--- config.mk ---
export PLATFORM = sky130hd
export DESIGN_NAME = wwd_top
export DESIGN_NICKNAME = d
export VERILOG_FILES = /design/src/logic/wwd_pkg.sv /design/src/logic/wwd_pin_sync.sv /design/src/logic/wwd_top.sv
export SDC_FILE = /design/constraint.sdc
export NUM_CORES = 1
export LEC_CHECK = 0
export BUFFER_PORTS_ARGS = -buffer_cell sky130_fd_sc_hd__buf_2
export CORE_AREA = 2 2 83 85
export DETAILED_ROUTE_END_ITERATION = 12
export DIE_AREA = 0 0 85 87
export PLACE_DENSITY = 0.69
export SETUP_SLACK_MARGIN = 0.2
export SLEW_MARGIN = 10
export SYNTH_ARGS = -nofsm -noshare
export SYNTH_HDL_FRONTEND = slang
export SYNTH_SLANG_ARGS = --single-unit
--- constraint.sdc ---
create_clock -name clk_sys -period 3.8 [get_ports clk_sys]
set_clock_uncertainty 0.2 [all_clocks]
set_input_delay 0.38 -clock clk_sys [delete_from_list [all_inputs] [get_ports clk_sys]]
set_output_delay 0.38 -clock clk_sys [all_outputs]
set_load 0.005 [all_outputs]
--- src/logic/wwd_pkg.sv ---
// constants for the window watchdog: register map, field layout, service codes, timing
// assumes clk_sys at 100 MHz serves as the watchdog base clock
`default_nettype none
package wwd_pkg;
  // register offsets on the die-to-die register port
  localparam logic [7:0] WWD_CTL_OFS     = 8'h10;
  localparam logic [7:0] WWD_SVC_OFS     = 8'h11;
  // control register fields
  localparam int         WWD_OFF_BIT     = 7;
  localparam int         WWD_WO_BIT      = 6;
  localparam int         WWD_TMO_LSB     = 0;
  localparam int         WWD_TMO_W       = 3;
  localparam logic [2:0] WWD_TMO_RST     = 3'h0;
  localparam logic [7:0] WWD_SVC_RST     = 8'h00;
  localparam logic [7:0] WWD_RDATA_RST   = 8'h00;
  // service codes
  localparam logic [7:0] WWD_KEY_FIRST   = 8'haa;
  localparam logic [7:0] WWD_KEY_SECOND  = 8'h55;
  // timing
  localparam int         WWD_CLK_PERIOD_NS = 10;
  localparam int         WWD_TICK_NS       = 1000000;
  localparam int         WWD_CYC_PER_MS    = WWD_TICK_NS / WWD_CLK_PERIOD_NS;
  localparam int         WWD_TMO_BASE_MS   = 10;
  localparam int         WWD_INIT_TMO_MS   = 256;
  localparam int         WWD_MS_W          = 12;
  // watchdog phases
  typedef enum logic [0:0] {
    WWD_ST_INIT,
    WWD_ST_WIN
  } wwd_state_e;
endpackage : wwd_pkg
`default_nettype wire

--- src/logic/wwd_pin_sync.sv ---
// three-stage pin synchroniser with agreement filter
// assumes asynchronous pin levels, one receiving clock
`default_nettype none
module wwd_pin_sync #(
  parameter int W = 1
) (
  input  wire logic         clk_sys,
  input  wire logic         resetn,
  input  wire logic [W-1:0] pin_in,
  output logic      [W-1:0] pin_out
);
  logic [W-1:0] s1_q;
  logic [W-1:0] s2_q;
  logic [W-1:0] s3_q;
  logic [W-1:0] out_q;
  wire  [W-1:0] out_d;

  // a bit moves only when stages two and three agree
  assign out_d   = (s2_q & s3_q) | (out_q & (s2_q | s3_q));
  assign pin_out = out_q;

  always_ff @(posedge clk_sys) begin
    if (!resetn) begin
      s1_q  <= '0;
      s2_q  <= '0;
      s3_q  <= '0;
      out_q <= '0;
    end else begin
      s1_q  <= pin_in;
      s2_q  <= s1_q;
      s3_q  <= s2_q;
      out_q <= out_d;
    end
  end
endmodule : wwd_pin_sync
`default_nettype wire

--- src/logic/wwd_top.sv ---
// window watchdog with its control and service registers
// assumes the register port is already synchronous to clk_sys, which is the base clock
`default_nettype none

// What this block does
// - the watchdog counts on the base clock only while the device is in normal mode.
// - the three-bit timeout field picks 10, 20, 40 ... 1280 ms, doubling per code.
// - after reset a fixed initial timeout runs with window open, and field writes leave it.
// - in the initial phase a timeout or any value other than 0xaa requests a reset.
// - in window mode a service in the first half of the period is refused.
// - in window mode a timeout or a wrong service value requests a reset.
// - control bit 6 reads set while the watchdog runs and the window is open.
// - the watchdog is fully disabled while the test voltage is present with test pin low.
// - control bit 7 reads set while the watchdog is disabled externally.
// - a read during low power shows the disabled flag set.
// - external disable clears the service register and forces the initial sequence again.
// - low power halts the counter and clears the service register.
// - service writes are ignored while disabled and a correct key in the window clears the count.
module wwd_top #(
  parameter int CYC_PER_MS  = wwd_pkg::WWD_CYC_PER_MS,
  parameter int INIT_TMO_MS = wwd_pkg::WWD_INIT_TMO_MS
) (
  input  wire logic       clk_sys,
  input  wire logic       resetn,
  input  wire logic       normal_mode,
  input  wire logic       low_power,
  input  wire logic       test_voltage,
  input  wire logic       test_pin,
  input  wire logic       reg_wr,
  input  wire logic       reg_rd,
  input  wire logic [7:0] reg_addr,
  input  wire logic [7:0] reg_wdata,
  output logic      [7:0] reg_rdata,
  output logic            wd_reset_req
);
  import wwd_pkg::*;

  localparam int PRE_W = $clog2(CYC_PER_MS + 1);

  function automatic logic [WWD_MS_W-1:0] wwd_tmo_ms(input logic [WWD_TMO_W-1:0] code);
    wwd_tmo_ms = WWD_MS_W'(WWD_TMO_BASE_MS) << code;
  endfunction : wwd_tmo_ms

  function automatic logic wwd_hit(input logic [7:0] addr, input logic [7:0] ofs);
    wwd_hit = (addr == ofs);
  endfunction : wwd_hit

  wwd_state_e              state_q;
  wwd_state_e              state_d;
  logic [PRE_W-1:0]        pre_q;
  logic [PRE_W-1:0]        pre_d;
  logic [WWD_MS_W-1:0]     ms_q;
  logic [WWD_MS_W-1:0]     ms_d;
  logic [7:0]              expect_q;
  logic [7:0]              expect_d;
  logic [7:0]              svc_q;
  logic [7:0]              svc_d;
  logic [WWD_TMO_W-1:0]    tmo_q;
  logic [WWD_TMO_W-1:0]    tmo_d;
  logic [7:0]              rdata_q;
  logic [7:0]              rdata_d;
  logic                    rst_q;
  logic [1:0]              pins_s;

  wire                     test_voltage_s;
  wire                     test_s;
  wire                     ext_dis;
  wire                     halt_clr;
  wire                     run;
  wire                     ctl_sel;
  wire                     svc_sel;
  wire                     ctl_wr;
  wire                     svc_wr;
  wire                     ms_tick;
  wire  [WWD_MS_W-1:0]     limit;
  wire  [WWD_MS_W-1:0]     half;
  wire                     expired;
  wire                     win_open;
  wire                     svc_ok;
  wire                     svc_bad;
  wire                     fault;
  wire                     off_flag;
  wire  [7:0]              ctl_rd;
  wire  [7:0]              rd_mux;

  wwd_pin_sync #(
    .W (2)
  ) u_pin_sync (
    .clk_sys (clk_sys),
    .resetn  (resetn),
    .pin_in  ({test_voltage, test_pin}),
    .pin_out (pins_s)
  );

  assign test_voltage_s   = pins_s[1];
  assign test_s   = pins_s[0];
  assign ext_dis  = test_voltage_s & ~test_s;
  assign halt_clr = ext_dis | low_power;
  assign run      = normal_mode & ~halt_clr;

  assign ctl_sel  = wwd_hit(reg_addr, WWD_CTL_OFS);
  assign svc_sel  = wwd_hit(reg_addr, WWD_SVC_OFS);
  assign ctl_wr   = reg_wr & ctl_sel;
  assign svc_wr   = reg_wr & svc_sel;

  // millisecond prescaler on the base clock
  assign ms_tick  = run & (pre_q == PRE_W'(CYC_PER_MS - 1));

  // initial phase ignores the timeout field
  assign limit    = (state_q == WWD_ST_INIT) ? WWD_MS_W'(INIT_TMO_MS)
                                             : wwd_tmo_ms(tmo_q);
  assign half     = limit >> 1;
  // at or past the limit, so a shortened field still trips on the next millisecond tick
  assign expired  = ms_tick & (ms_q >= limit - WWD_MS_W'(1));
  assign win_open = (state_q == WWD_ST_INIT) | (ms_q >= half);

  // service decode, ignored while disabled
  assign svc_ok   = run & svc_wr & win_open & (reg_wdata == expect_q);
  assign svc_bad  = run & svc_wr & ~svc_ok;
  assign fault    = svc_bad | (run & expired);

  assign off_flag = halt_clr;
  assign ctl_rd   = {off_flag, win_open & run, 3'h0, tmo_q};
  assign rd_mux   = ctl_sel ? ctl_rd :
                    svc_sel ? svc_q  : 8'h00;
  assign rdata_d  = reg_rd ? rd_mux : rdata_q;
  assign tmo_d    = ctl_wr ? reg_wdata[WWD_TMO_LSB +: WWD_TMO_W] : tmo_q;

  assign reg_rdata    = rdata_q;
  assign wd_reset_req = rst_q;

  always_comb begin
    state_d  = state_q;
    pre_d    = pre_q;
    ms_d     = ms_q;
    expect_d = expect_q;
    svc_d    = svc_q;
    if (halt_clr) begin
      // back to default, initial sequence needed again
      state_d  = WWD_ST_INIT;
      pre_d    = '0;
      ms_d     = '0;
      expect_d = WWD_KEY_FIRST;
      svc_d    = WWD_SVC_RST;
    end else if (run) begin
      if (fault) begin
        state_d  = WWD_ST_INIT;
        pre_d    = '0;
        ms_d     = '0;
        expect_d = WWD_KEY_FIRST;
        svc_d    = WWD_SVC_RST;
      end else if (svc_ok) begin
        // first 0xaa enters window mode, later keys alternate
        state_d  = WWD_ST_WIN;
        pre_d    = '0;
        ms_d     = '0;
        expect_d = (expect_q == WWD_KEY_FIRST) ? WWD_KEY_SECOND
                                               : WWD_KEY_FIRST;
        svc_d    = reg_wdata;
      end else if (ms_tick) begin
        pre_d    = '0;
        ms_d     = ms_q + WWD_MS_W'(1);
      end else begin
        pre_d    = pre_q + PRE_W'(1);
      end
    end
  end

  always_ff @(posedge clk_sys) begin
    if (!resetn) begin
      state_q  <= WWD_ST_INIT;
      pre_q    <= '0;
      ms_q     <= '0;
      expect_q <= WWD_KEY_FIRST;
      svc_q    <= WWD_SVC_RST;
      tmo_q    <= WWD_TMO_RST;
      rdata_q  <= WWD_RDATA_RST;
      rst_q    <= 1'b0;
    end else begin
      state_q  <= state_d;
      pre_q    <= pre_d;
      ms_q     <= ms_d;
      expect_q <= expect_d;
      svc_q    <= svc_d;
      tmo_q    <= tmo_d;
      rdata_q  <= rdata_d;
      rst_q    <= fault;
    end
  end

  // checks
  chk_pulse_single_cycle: assert property (@(posedge clk_sys) disable iff (!resetn)
    wd_reset_req |=> !wd_reset_req && state_q == WWD_ST_INIT && ms_q == '0)
    else $error("reset request longer than one cycle or no restart");

  chk_wrong_key_trips: assert property (@(posedge clk_sys) disable iff (!resetn)
    (run && svc_wr && reg_wdata != expect_q) |=> wd_reset_req)
    else $error("wrong service value did not request reset");

  chk_init_needs_first: assert property (@(posedge clk_sys) disable iff (!resetn)
    (run && state_q == WWD_ST_INIT && svc_wr && reg_wdata != WWD_KEY_FIRST)
    |=> wd_reset_req && state_q == WWD_ST_INIT)
    else $error("initial phase accepted a value other than the first key");

  chk_early_service: assert property (@(posedge clk_sys) disable iff (!resetn)
    (run && state_q == WWD_ST_WIN && svc_wr && ms_q < half) |=> wd_reset_req)
    else $error("service in closed window was accepted");

  chk_first_key_enter: assert property (@(posedge clk_sys) disable iff (!resetn)
    (run && state_q == WWD_ST_INIT && svc_wr && reg_wdata == WWD_KEY_FIRST)
    |=> state_q == WWD_ST_WIN && ms_q == '0 && expect_q == WWD_KEY_SECOND && !wd_reset_req)
    else $error("first key did not start window mode");

  chk_key_alternates: assert property (@(posedge clk_sys) disable iff (!resetn)
    (svc_ok && state_q == WWD_ST_WIN) |=> expect_q == ~$past(expect_q) && ms_q == '0)
    else $error("service keys do not alternate");

  chk_init_limit_fixed: assert property (@(posedge clk_sys) disable iff (!resetn)
    (state_q == WWD_ST_INIT) |-> limit == WWD_MS_W'(INIT_TMO_MS) && win_open)
    else $error("initial timeout follows the field or window closed");

  chk_timeout_trips: assert property (@(posedge clk_sys) disable iff (!resetn)
    (run && state_q == WWD_ST_WIN && ms_tick && ms_q == wwd_tmo_ms(tmo_q) - WWD_MS_W'(1))
    |=> wd_reset_req)
    else $error("window timeout did not request reset");

  chk_disable_clears: assert property (@(posedge clk_sys) disable iff (!resetn)
    ext_dis |=> state_q == WWD_ST_INIT && svc_q == WWD_SVC_RST && !wd_reset_req)
    else $error("external disable did not restore defaults");

  chk_low_power_halt: assert property (@(posedge clk_sys) disable iff (!resetn)
    low_power[*2] |-> pre_q == '0 && ms_q == '0 && svc_q == WWD_SVC_RST)
    else $error("counter runs in low power");

  chk_stop_read_off: assert property (@(posedge clk_sys) disable iff (!resetn)
    (reg_rd && low_power && reg_addr == WWD_CTL_OFS) |=> reg_rdata[WWD_OFF_BIT])
    else $error("low power read shows watchdog enabled");

  chk_halted_no_trip: assert property (@(posedge clk_sys) disable iff (!resetn)
    (!run) |=> !wd_reset_req)
    else $error("reset request while watchdog halted");

  chk_init_expiry: assert property (@(posedge clk_sys) disable iff (!resetn)
    (run && state_q == WWD_ST_INIT && ms_tick && ms_q == WWD_MS_W'(INIT_TMO_MS - 1))
    |=> wd_reset_req && state_q == WWD_ST_INIT)
    else $error("initial timeout did not request reset");

  chk_expect_init_first: assert property (@(posedge clk_sys) disable iff (!resetn)
    (state_q == WWD_ST_INIT) |-> expect_q == WWD_KEY_FIRST)
    else $error("initial phase expects a key other than the first");

  chk_open_window_accepts: assert property (@(posedge clk_sys) disable iff (!resetn)
    (run && state_q == WWD_ST_WIN && svc_wr && ms_q >= half && !expired
     && reg_wdata == expect_q)
    |=> !wd_reset_req && state_q == WWD_ST_WIN && ms_q == '0 && svc_q == $past(reg_wdata))
    else $error("correct key in open window was refused");

  chk_no_spurious_req: assert property (@(posedge clk_sys) disable iff (!resetn)
    (run && !svc_wr && !(ms_tick && ms_q >= limit - WWD_MS_W'(1))) |=> !wd_reset_req)
    else $error("reset request without timeout or service write");

  chk_wo_init_read: assert property (@(posedge clk_sys) disable iff (!resetn)
    (reg_rd && ctl_sel && run && state_q == WWD_ST_INIT) |=> reg_rdata[WWD_WO_BIT])
    else $error("window flag reads closed in initial phase");

  chk_wo_closed_read: assert property (@(posedge clk_sys) disable iff (!resetn)
    (reg_rd && ctl_sel && run && state_q == WWD_ST_WIN && ms_q < half)
    |=> !reg_rdata[WWD_WO_BIT])
    else $error("window flag reads open in first half");

  chk_off_ext_read: assert property (@(posedge clk_sys) disable iff (!resetn)
    (reg_rd && ctl_sel && ext_dis) |=> reg_rdata[WWD_OFF_BIT])
    else $error("disabled flag clear while disabled externally");

  chk_off_clear_read: assert property (@(posedge clk_sys) disable iff (!resetn)
    (reg_rd && ctl_sel && !halt_clr) |=> !reg_rdata[WWD_OFF_BIT])
    else $error("disabled flag set while watchdog enabled");

  chk_reserved_zero: assert property (@(posedge clk_sys) disable iff (!resetn)
    (reg_rd && ctl_sel) |=> reg_rdata[WWD_WO_BIT-1:WWD_TMO_W] == 3'h0)
    else $error("reserved control bits read nonzero");

  chk_svc_read_data: assert property (@(posedge clk_sys) disable iff (!resetn)
    (reg_rd && svc_sel) |=> reg_rdata == $past(svc_q))
    else $error("service read does not return the last key");

  chk_field_holds: assert property (@(posedge clk_sys) disable iff (!resetn)
    (!ctl_wr) |=> $stable(tmo_q))
    else $error("timeout field changed without a write");

  chk_svc_ignored_off: assert property (@(posedge clk_sys) disable iff (!resetn)
    (halt_clr && svc_wr) |=> svc_q == WWD_SVC_RST && !wd_reset_req)
    else $error("service write acted while disabled");

  chk_svc_keeps: assert property (@(posedge clk_sys) disable iff (!resetn)
    (!svc_ok && !halt_clr && !fault) |=> $stable(svc_q))
    else $error("service register changed without accepted key");

  chk_normal_freeze: assert property (@(posedge clk_sys) disable iff (!resetn)
    (!normal_mode && !halt_clr) |=> $stable(ms_q) && $stable(state_q))
    else $error("watchdog counts outside normal mode");

  chk_disable_no_count: assert property (@(posedge clk_sys) disable iff (!resetn)
    ext_dis |=> pre_q == '0 && ms_q == '0)
    else $error("counter runs while disabled externally");

  chk_prescale_range: assert property (@(posedge clk_sys) disable iff (!resetn)
    pre_q < PRE_W'(CYC_PER_MS))
    else $error("millisecond prescaler out of range");
endmodule : wwd_top
`default_nettype wire

# Word level (Yosys, flattened, before mapping)
# Cells that the tools add are included.
# op_classes
n_reduce_logical	5
mux	16
eq_ne	5
order_cmp	2
n_addsub	3
bitwise	24
shift	1
# op_table
cell	n
8-bit 2-to-1 mux	7
17-bit 2-to-1 mux	3
12-bit 2-to-1 mux	4
17-bit by 1-bit adder with 17-bit output (second input constant)	1
17-bit equality test (second input constant)	1
8-bit by 5-bit equality test with 1-bit output (second input constant)	2
12-bit by 1-bit adder with 12-bit output (second input constant)	1
1-bit AND	12
12-bit by 11-bit greater-or-equal comparator with 1-bit output	1
12-bit greater-or-equal comparator	1
4-bit by 3-bit << shifter with 12-bit output (first input constant)	1
12-bit by 1-bit subtractor with 12-bit output (second input constant)	1
8-bit equality test	1
8-bit equality test (second input constant)	1
1-bit NOT	5
2-bit AND	2
2-bit OR	2
2-bit AND reduction	2
1-bit OR	3
3-bit nonzero test	1
1-bit 2-to-1 mux	2
2-bit nonzero test	1
2-bit OR reduction	1
# word_totals
wordCells	68
regBits	66

# Logic depth before layout (Yosys ltp)
# Gate-level depths: netlist of run 1.
# depth
word_depth	13
mapped_depth	14

# Hierarchy
# Synthesis of run 1 repeated with hierarchy kept, for this count alone.
# hier_totals
cells_unflattened	404
hier_area_um2	3419.5
# modules_own_cells
module	instances	area_per_inst_um2	seq_area_each_um2	cells_per_inst
wwd_top	1	3181.8	1041.0	384
wwd_pin_sync	1	237.7	160.2	20

# Worst setup path before layout of run 1
# Ideal clock, no wire load.
# synth_timing
path_type	register to register
startpoint	register tmo_q[0]
endpoint	register expect_q[6]
synth_period_minus_slack_ns	3.236
required_ns	3.530
setup_time_ns	0.070
setup_slack_ns	0.564
stages_incl_launch_ff	14
t_arrival_ns	2.966
cell_sequence	dfxtp_1 > clkbuf_1 > nor2b_1 > nand2_1 > ha_1 > xor2_1 > ha_1 > a21oi_1 > o21ai_0 > a221o_1 > a31oi_1 > o21ai_0 > clkbuf_1 > a21oi_1
# synth_via
elab_chain_cells	11
# synth_lines
item	line	rtl
start: declaration	wwd_top.sv:58	logic [WWD_TMO_W-1:0] tmo_q;
start signal: assignment	wwd_top.sv:185	tmo_q <= tmo_d;
4-bit by 3-bit << shifter with 12-bit output *	wwd_top.sv:41	wwd_tmo_ms = WWD_MS_W'(WWD_TMO_BASE_MS) << code;
12-bit 2-to-1 mux *	wwd_top.sv:110	assign limit = (state_q == WWD_ST_INIT) ? WWD_MS_W'(INIT_TMO_MS)
parallel branches: the longest is 9 deep, another holds 12-bit by 1-bit subtractor with 12-bit output	--	
end signal: assignment	wwd_top.sv:183	expect_q <= expect_d;
end: declaration	wwd_top.sv:54	logic [7:0] expect_q;
# Mark *: on every way between the ends.
# A chain may end at the register's enable or synchronous reset.

# Final worst setup path of run 1
# layout_timing
startpoint	register state_q
endpoint	register rst_q (netlist: wd_reset_req)
# layout_via
elab_chain_cells	8
# layout_lines
item	line	rtl
start: declaration	wwd_top.sv:48	wwd_state_e state_q;
start signal: assignment	wwd_top.sv:180	state_q <= state_d;
parallel branches: the longest is 7 deep, another holds 12-bit by 1-bit subtractor with 12-bit output	--	
1-bit OR *	wwd_top.sv:120	assign fault = svc_bad | (run & expired);
end signal: assignment	wwd_top.sv:187	rst_q <= fault;
end: declaration	wwd_top.sv:62	logic rst_q;
# Marks and branches as above.

==> qor.yml, run 1 <==
finish:
  syn2layout_area_growth_pct: 13.34
  layout-drive-gt1-share_pct: 15.73
  fin_nets: 507
  seq_area_um2: 1202
  multiInputGateArea_um2: 2141
  insertedDiodeCount: 0
  fill_cells: 602
  fin_util_pct: 59.56
  fin_area_um2: 3913
global_routing:
  grt_pass1_vias: 2956
  grt_pass1_wl_um: 13860
  grt_max_degree: 20
  grt_overflow: 0
  antenna_found_initial: 0
  grt_usage_pct: 23.10
sta:
  min_period_ps: 3263
  max_clock_freq_mhz: 306.4
  worstMarginPinSlew_ps: 851.5
  drv_slew: 0
  final.period_utilization_pct: 85.88
  rsz0062_at_grt: "false"
  hold_violations: 0
  setup_violations: 0
  setup-tns-final_ps: 0
  relSlewSlack_pct: 42.80
hold_path:
  hold_class: "input pin to flop"
setup_path:
  critPathSlowestCell: "dfxtp_1"
  worstPathRequired_ps: 3850
  cp.buffers_inverters: 4
  crit_fanout: 12
  crit_type: "flop to flop"
  critical_path.top_delay_family: "compound AO/OA/AOI/OAI gates"
  critPathLaunchType: "flop"
  path_cells: "buf_4, inv_1, nor2_1, nand2_1, ha_1, xor2_1, ha_1, a21oi_1, o21ai_0, a221o_1, a31oi_1, buf_4, buf_4, nor2_1, o21a_1"
  arrival_ps: 3310
  max_stage_delay_ps: 350
  cpMostUsedCell: "buf_4"
  endpoint_kind: "flop"
route:
  drt_pass1_iterations: 4
  routedWlPerCell_um: 15.07
  totalWireLength_um: 8196
  postRouteAntennaNets: 0
  vias: 3266
  drt_iter0_drc: 162
  drc: 0
  vias_per_cell: 6.004
cts:
  ctsHoldBuffers: 0
  cts_buffer_depth: 2
  htreeDepth: 3
  root_buffer: "clkbuf_8"
  clkLatencyLatePin_ps: 350
  cts_buffers: 9
  clock-sinks: 60
  cts_tree: "done"
  clk_pin_slew_ps: 80
yosys:
  synth_top_area_cell: "dfxtp_1"
  syn-cell-area_um2: 3452
  synth_ff_type: "dfxtp_1"
  yosys.area.top_type_share_pct: 34.80
  async_flop_share_pct: 0
  synth-seq-cells: 60
  synth_edf_count: 0
  syn_inst: 422
  syn_avg_cell_area_um2: 8.180
  yosys-top-cells-area: "dfxtp_1, ha_1, a21oi_1, nand3_1, nand2_1"
  synth_fp_nets: 470
  ys_seq_area_share_pct: 34.80
  ys_warn_count: 0
  post_synth_num_cell_types: 52
die:
  initial_core_util_pct: 52.55
  die_area_um2: 7395
  core_area_um2: 6569
  die_h_um: 87
  fp-row-count: 30
  io_pins: 33
  die_w_um: 85
placed_design:
  dpl.hpwl_um: 5880
  place_congestion: 0.8582
  io_buffers: 32
  placed_cell_area_um2: 3681
flow_run:
  max_cap_viol_count: 0
power_and_ir_drop:
  peakVddDrop_mv: 0.3380
  leakage_nw: 1.503
  p_per_area_nw_per_um2: 326.7
  power_mw: 1.278
outcome:
  outcome: "completed"
what timing repair did:
action,in CTS,in global routing
pin swaps,0,0
gates resized for setup,1,1
endpoints found under the hold margin,0,0
setup endpoints to repair,3,18
buffers inserted,0,4
layer usage:
layer	wire [um]	track usage [%]	vias to the layer above
li1	-	-	1656
met1	3886	31.01	1536
met2	3835	36.65	58
met3	307	4.834	16
met4	167	8.802	0
met5	0	0	-
sequential cells by signal, indices dropped and copies added (netlist names):
signal / count
expect_q: 2
ms_q: 12
pre_q: 17
reg_rdata: 8
state_q: 1
svc_q: 8
tmo_q: 3
u_pin_sync.pin_out: 2
u_pin_sync.s1_q: 2
u_pin_sync.s2_q: 2
u_pin_sync.s3_q: 2
wd_reset_req: 1
cells by family after synthesis:
logic type,synth area share (%)
simple gates,32.11
compound gates,19.32
flops,34.80
buf+inv,3.189
fa+ha+maj,8.699
xor+xnor,1.776
other cells,0.1086
Yosys cell counts (2+ instances only):
cell	instances
nor3_1	7
nor3_2	3
dfxtp_1	60
or4_1	3
clkbuf_1	12
o41ai_1	2
nor2_1	25
a31oi_1	4
xor2_1	4
nor2b_1	5
a41oi_1	4
a22oi_1	6
inv_1	7
nand3b_1	8
a32oi_1	2
and3_1	15
a21oi_1	40
nand4_2	2
buf_6	2
o31ai_1	2
a211oi_1	8
or3_1	5
a311oi_1	3
a21o_1	7
ha_1	24
and2_1	7
or2_2	3
o22ai_1	3
o21ai_0	19
a221o_1	2
xnor2_1	3
nand4_1	10
o2111ai_1	2
nand2b_1	11
nand4b_1	6
nand3_1	37
nand2_1	44
report_power, final:
group          leakage, nW  internal, mW  switching, mW  total (mW)
sequential           0.486         0.634        0.00281       0.637
clock               0.0958         0.305          0.280       0.585
combinational        0.921        0.0213         0.0348      0.0561
metrics by stage:
step / std cells / worst slack (ps) / hold slack, ps
after floorplan: 422 / 563.9 / 211.8
after global placement: 524 / 382.0 / 217.6
after detailed placement: 524 / 229.2 / 231.9
after CTS: 540 / 434.9 / 34.30
after global routing: 544 / 228.9 / 40.00
final: 544 / 536.7 / 39.04
cell usage in the layout, fill, tap and decap left out, drive strengths merged, types with 3 or more instances in the layout:
cell type and n:
dfxtp 60, nand3 37, nand2 44, a311oi 3, nor3 11, or4 3
and3 15, nand3b 8, xor2 4, nand4b 6, xnor2 3, nor2 26
nand2b 11, inv 8, nand4 12, a21oi 40, a41oi 4, a21o 7
clkinv 3, buf 43, clkbuf 9, o21ai 20, a211oi 8, nor2b 5
ha 24, or2 3, and2 7, or3 5, o22ai 3, a31oi 4
a22oi 6
path summary, 6_finish.rpt:
| path | startpoint | to | slack, ps | cells past startpoint |
|---|---|---|---|---|
| setup / recovery | state_q | wd_reset_req | 540 | 15 |
| hold / removal | test_voltage | u_pin_sync.s1_q[1] | 40 | 2 |
| setup reg to reg | state_q | wd_reset_req | 540 | 15 |
| hold reg to reg | u_pin_sync.s1_q[1] | u_pin_sync.s2_q[1] | 240 | 1 |
layout make-up:
cell class	instances	area share, %
Clock buffer	9	3.166
Clock inverter	7	1.951
Inverter	7	0.6716
Multi-Input combinational cell	338	54.72
Sequential cell	60	30.73
Tap cell	80	2.558
Timing Repair Buffer	43	6.204
(Power assumes the default switching activity.)
==> run 2: changes to the inputs <==
Settings changed: ABC_AREA set to 1, CORE_AREA 2 2 83 85 to 2 2 87 89, DIE_AREA 0 0 85 87 to 0 0 89 91.
==> qor.yml, run 2 <==
route:
  totalWireLength_um: 8745
  routedWlPerCell_um: 11.77
  vias: 3644
  drt_iter0_drc: 171
  postRouteAntennaNets: 0
  vias_per_cell: 4.904
  drc: 0
  drt_pass1_iterations: 4
yosys:
  yosys-top-cells-area: "dfxtp_1, nor2_1, nand2_1, inv_1, ha_1"
  syn_inst: 605
  synth-xor-area-share_pct: 4.780
  synth_top_area_cell: "dfxtp_1"
  async_flop_share_pct: 0
  synth_ff_type: "dfxtp_1"
  yosysMostFrequentCell: "nor2_1"
  yosys.area.top_type_share_pct: 31.22
  synth-compound-area-share_pct: 6.992
  ys_warn_count: 0
  ys_top_cells_by_count: "nor2_1, nand2_1, inv_1"
  syn-cell-area_um2: 3847
  syn_avg_cell_area_um2: 6.359
  synth_top_family_by_area: "simple AND/OR/NAND/NOR gates"
  synth_simple_gate_area_share_pct: 37.56
  synth_fp_nets: 653
  synth-seq-cells: 60
  synth.area.mux_share_pct: 0
  post_synth_num_cell_types: 35
  synth_fa_ha_area_share_pct: 7.805
  ys_seq_area_share_pct: 31.22
  synth_edf_count: 0
die:
  initial_core_util_pct: 53.91
  core_area_um2: 7137
  die_h_um: 91
  fp-row-count: 31
  die_w_um: 89
  die_area_um2: 8099
  io_pins: 33
global_routing:
  grt_overflow: 0
  grt_usage_pct: 22.83
  grt_pass1_vias: 3425
  grt_max_degree: 27
  antenna_found_initial: 0
  grt_pass1_wl_um: 14820
sta:
  rsz0062_at_grt: "false"
  relSlewSlack_pct: 53.34
  worstMarginPinSlew_ps: 694.5
  setup_slack_ps: 625.6
  holdWs_ps: 13.02
  setup_violations: 0
  max_clock_freq_mhz: 315.0
  setup-tns-final_ps: 0
  min_period_ps: 3174
  final.period_utilization_pct: 83.54
  hold_violations: 0
  drv_slew: 0
hold_path:
  min_from: "test_voltage"
  holdPathStages: 3
  hold_end: "u_pin_sync.s1_q[1]"
  hold_class: "input pin to flop"
placed_design:
  place_ws_ps: 706.9
  placed_cell_area_um2: 4074
  dpl.hpwl_um: 6537
  place_congestion: 0.8928
  io_buffers: 32
setup_path:
  reg2reg_setup_slack_ps: 630
  crit_type: "flop to flop"
  critPathLaunchType: "flop"
  rr_startpoint: "state_q"
  r2r-end: "svc_q[5]"
  r2r_cells: 17
  crit_fanout: 6
  worstPathRequired_ps: 3880
  endpoint_kind: "flop"
  arrival_ps: 3250
power_and_ir_drop:
  peakVddDrop_mv: 0.2350
  p_sw_share_pct: 25.30
  sequentialPowerShare_pct: 49.7
  p_per_area_nw_per_um2: 300.5
  p_int_mw: 0.9576
  power_frac_clock_pct: 45.7
  leakage_nw: 2.050
  p_switching_mw: 0.3244
  combPwrFrac_pct: 4.6
outcome:
  outcome: "completed"
finish:
  syn2layout_area_growth_pct: 10.89
  reg_top3: "pre_q x17, ms_q x12"
  fin_nets: 687
  final_common_cell: "nor2_1"
  insertedDiodeCount: 0
  fill_cells: 745
  largest_register_ffs: 17
  layout-drive-gt1-share_pct: 10.09
  fin_area_um2: 4267
  final_cell_mix: "nor2_1, nand2_1, inv_1"
  fin_util_pct: 59.78
  regMostFlops: "pre_q"
cts:
  root_buffer: "clkbuf_8"
  cts_buffers: 9
  htreeDepth: 3
  cts_setup_buffers: 0
  clk_pin_slew_ps: 80
  clkLatencyLatePin_ps: 340
  cts_tree: "done"
  clock-sinks: 60
  ctsHoldBuffers: 0
  cts_buffer_depth: 2
  ctsResizeCount: 0
flow_run:
  max_cap_viol_count: 0
run 2: changes by cell type in the layout (fill, tap and decap cells not counted), moves of 11 or more:
cell,change
nand2b_1,-11
and3_1,-15
nor2_1,+140
xor2_1,+12
inv_1,+90
a21oi_1,-18
nand3_1,-14
nand2_1,+73
run 2: final cells by class:
type	instances	area (um^2)	area share, %
inverters	101	379.1	8.886
clock buffers	10	127.6	2.991
flip-flops and latches	60	1201	28.15
clock inverters	6	65.06	1.525
multi-input cells	434	2202	51.61
repair buffers	33	167.7	3.930
well taps	99	123.9	2.903
run 2: layer usage:
metal / routed length, um / vias up / track usage [%] / share of wire (%)
met5: 0 / - / 0 / 0
met4: 122 / 0 / 8.831 / 1.4
met3: 303 / 12 / 3.364 / 3.5
met2: 4170 / 54 / 37.87 / 48
met1: 4148 / 1638 / 29.47 / 47
li1: - / 1940 / - / -
run 2: power by group through the flow:
stage	Combinational (mW)	Clock (mW)	Sequential, mW
floorplan	0.0340	0	0.651
global placement	0.0587	0	0.651
detailed placement	0.0597	0	0.651
CTS	0.0599	0.595	0.637
global route	0.0668	0.619	0.637
finish	0.0588	0.586	0.637
run 2: how the worst max path moves through the flow:
stage / from / end / slack [ps] / cells past startpoint
floorplan: state_q / expect_q[5] / 1140 / 19
global placement: state_q / expect_q[5] / 860 / 18
detailed placement: state_q / svc_q[2] / 710 / 17
CTS: state_q / svc_q[2] / 670 / 17
global route: state_q / svc_q[2] / 320 / 17
finish: state_q / svc_q[5] / 630 / 17
run 2: metrics by stage:
stage	instances	power [mW]
floorplan	605	0.6851
global placement	727	0.7099
detailed placement	727	0.7110
CTS	743	1.292
global route	743	1.323
finish	743	1.282
run 2: cells by family after synthesis:
| kind of cell | Yosys count |
|---|---|
| buffers and inverters | 111 |
| AND/OR/NAND/NOR | 341 |
| XOR/XNOR | 21 |
| flip-flops | 60 |
| AO/OA/AOI/OAI | 47 |
| adder cells (fa/ha/maj) | 24 |
| other | 1 |
run 2: critical path, stage by stage, from the launching register on:
cell and delay (ps):
dfxtp_1 380, inv_1 100, nor2_1 310, nand2_1 130, ha_1 240, inv_1 80
nor2_1 50, xor2_1 140, ha_1 290, a21oi_1 180, nand2_1 70, nand2_1 70
nand3_1 90, nand2_2 110, nand4_1 160, nor2_1 340, nor2_1 70, nor2_1 90
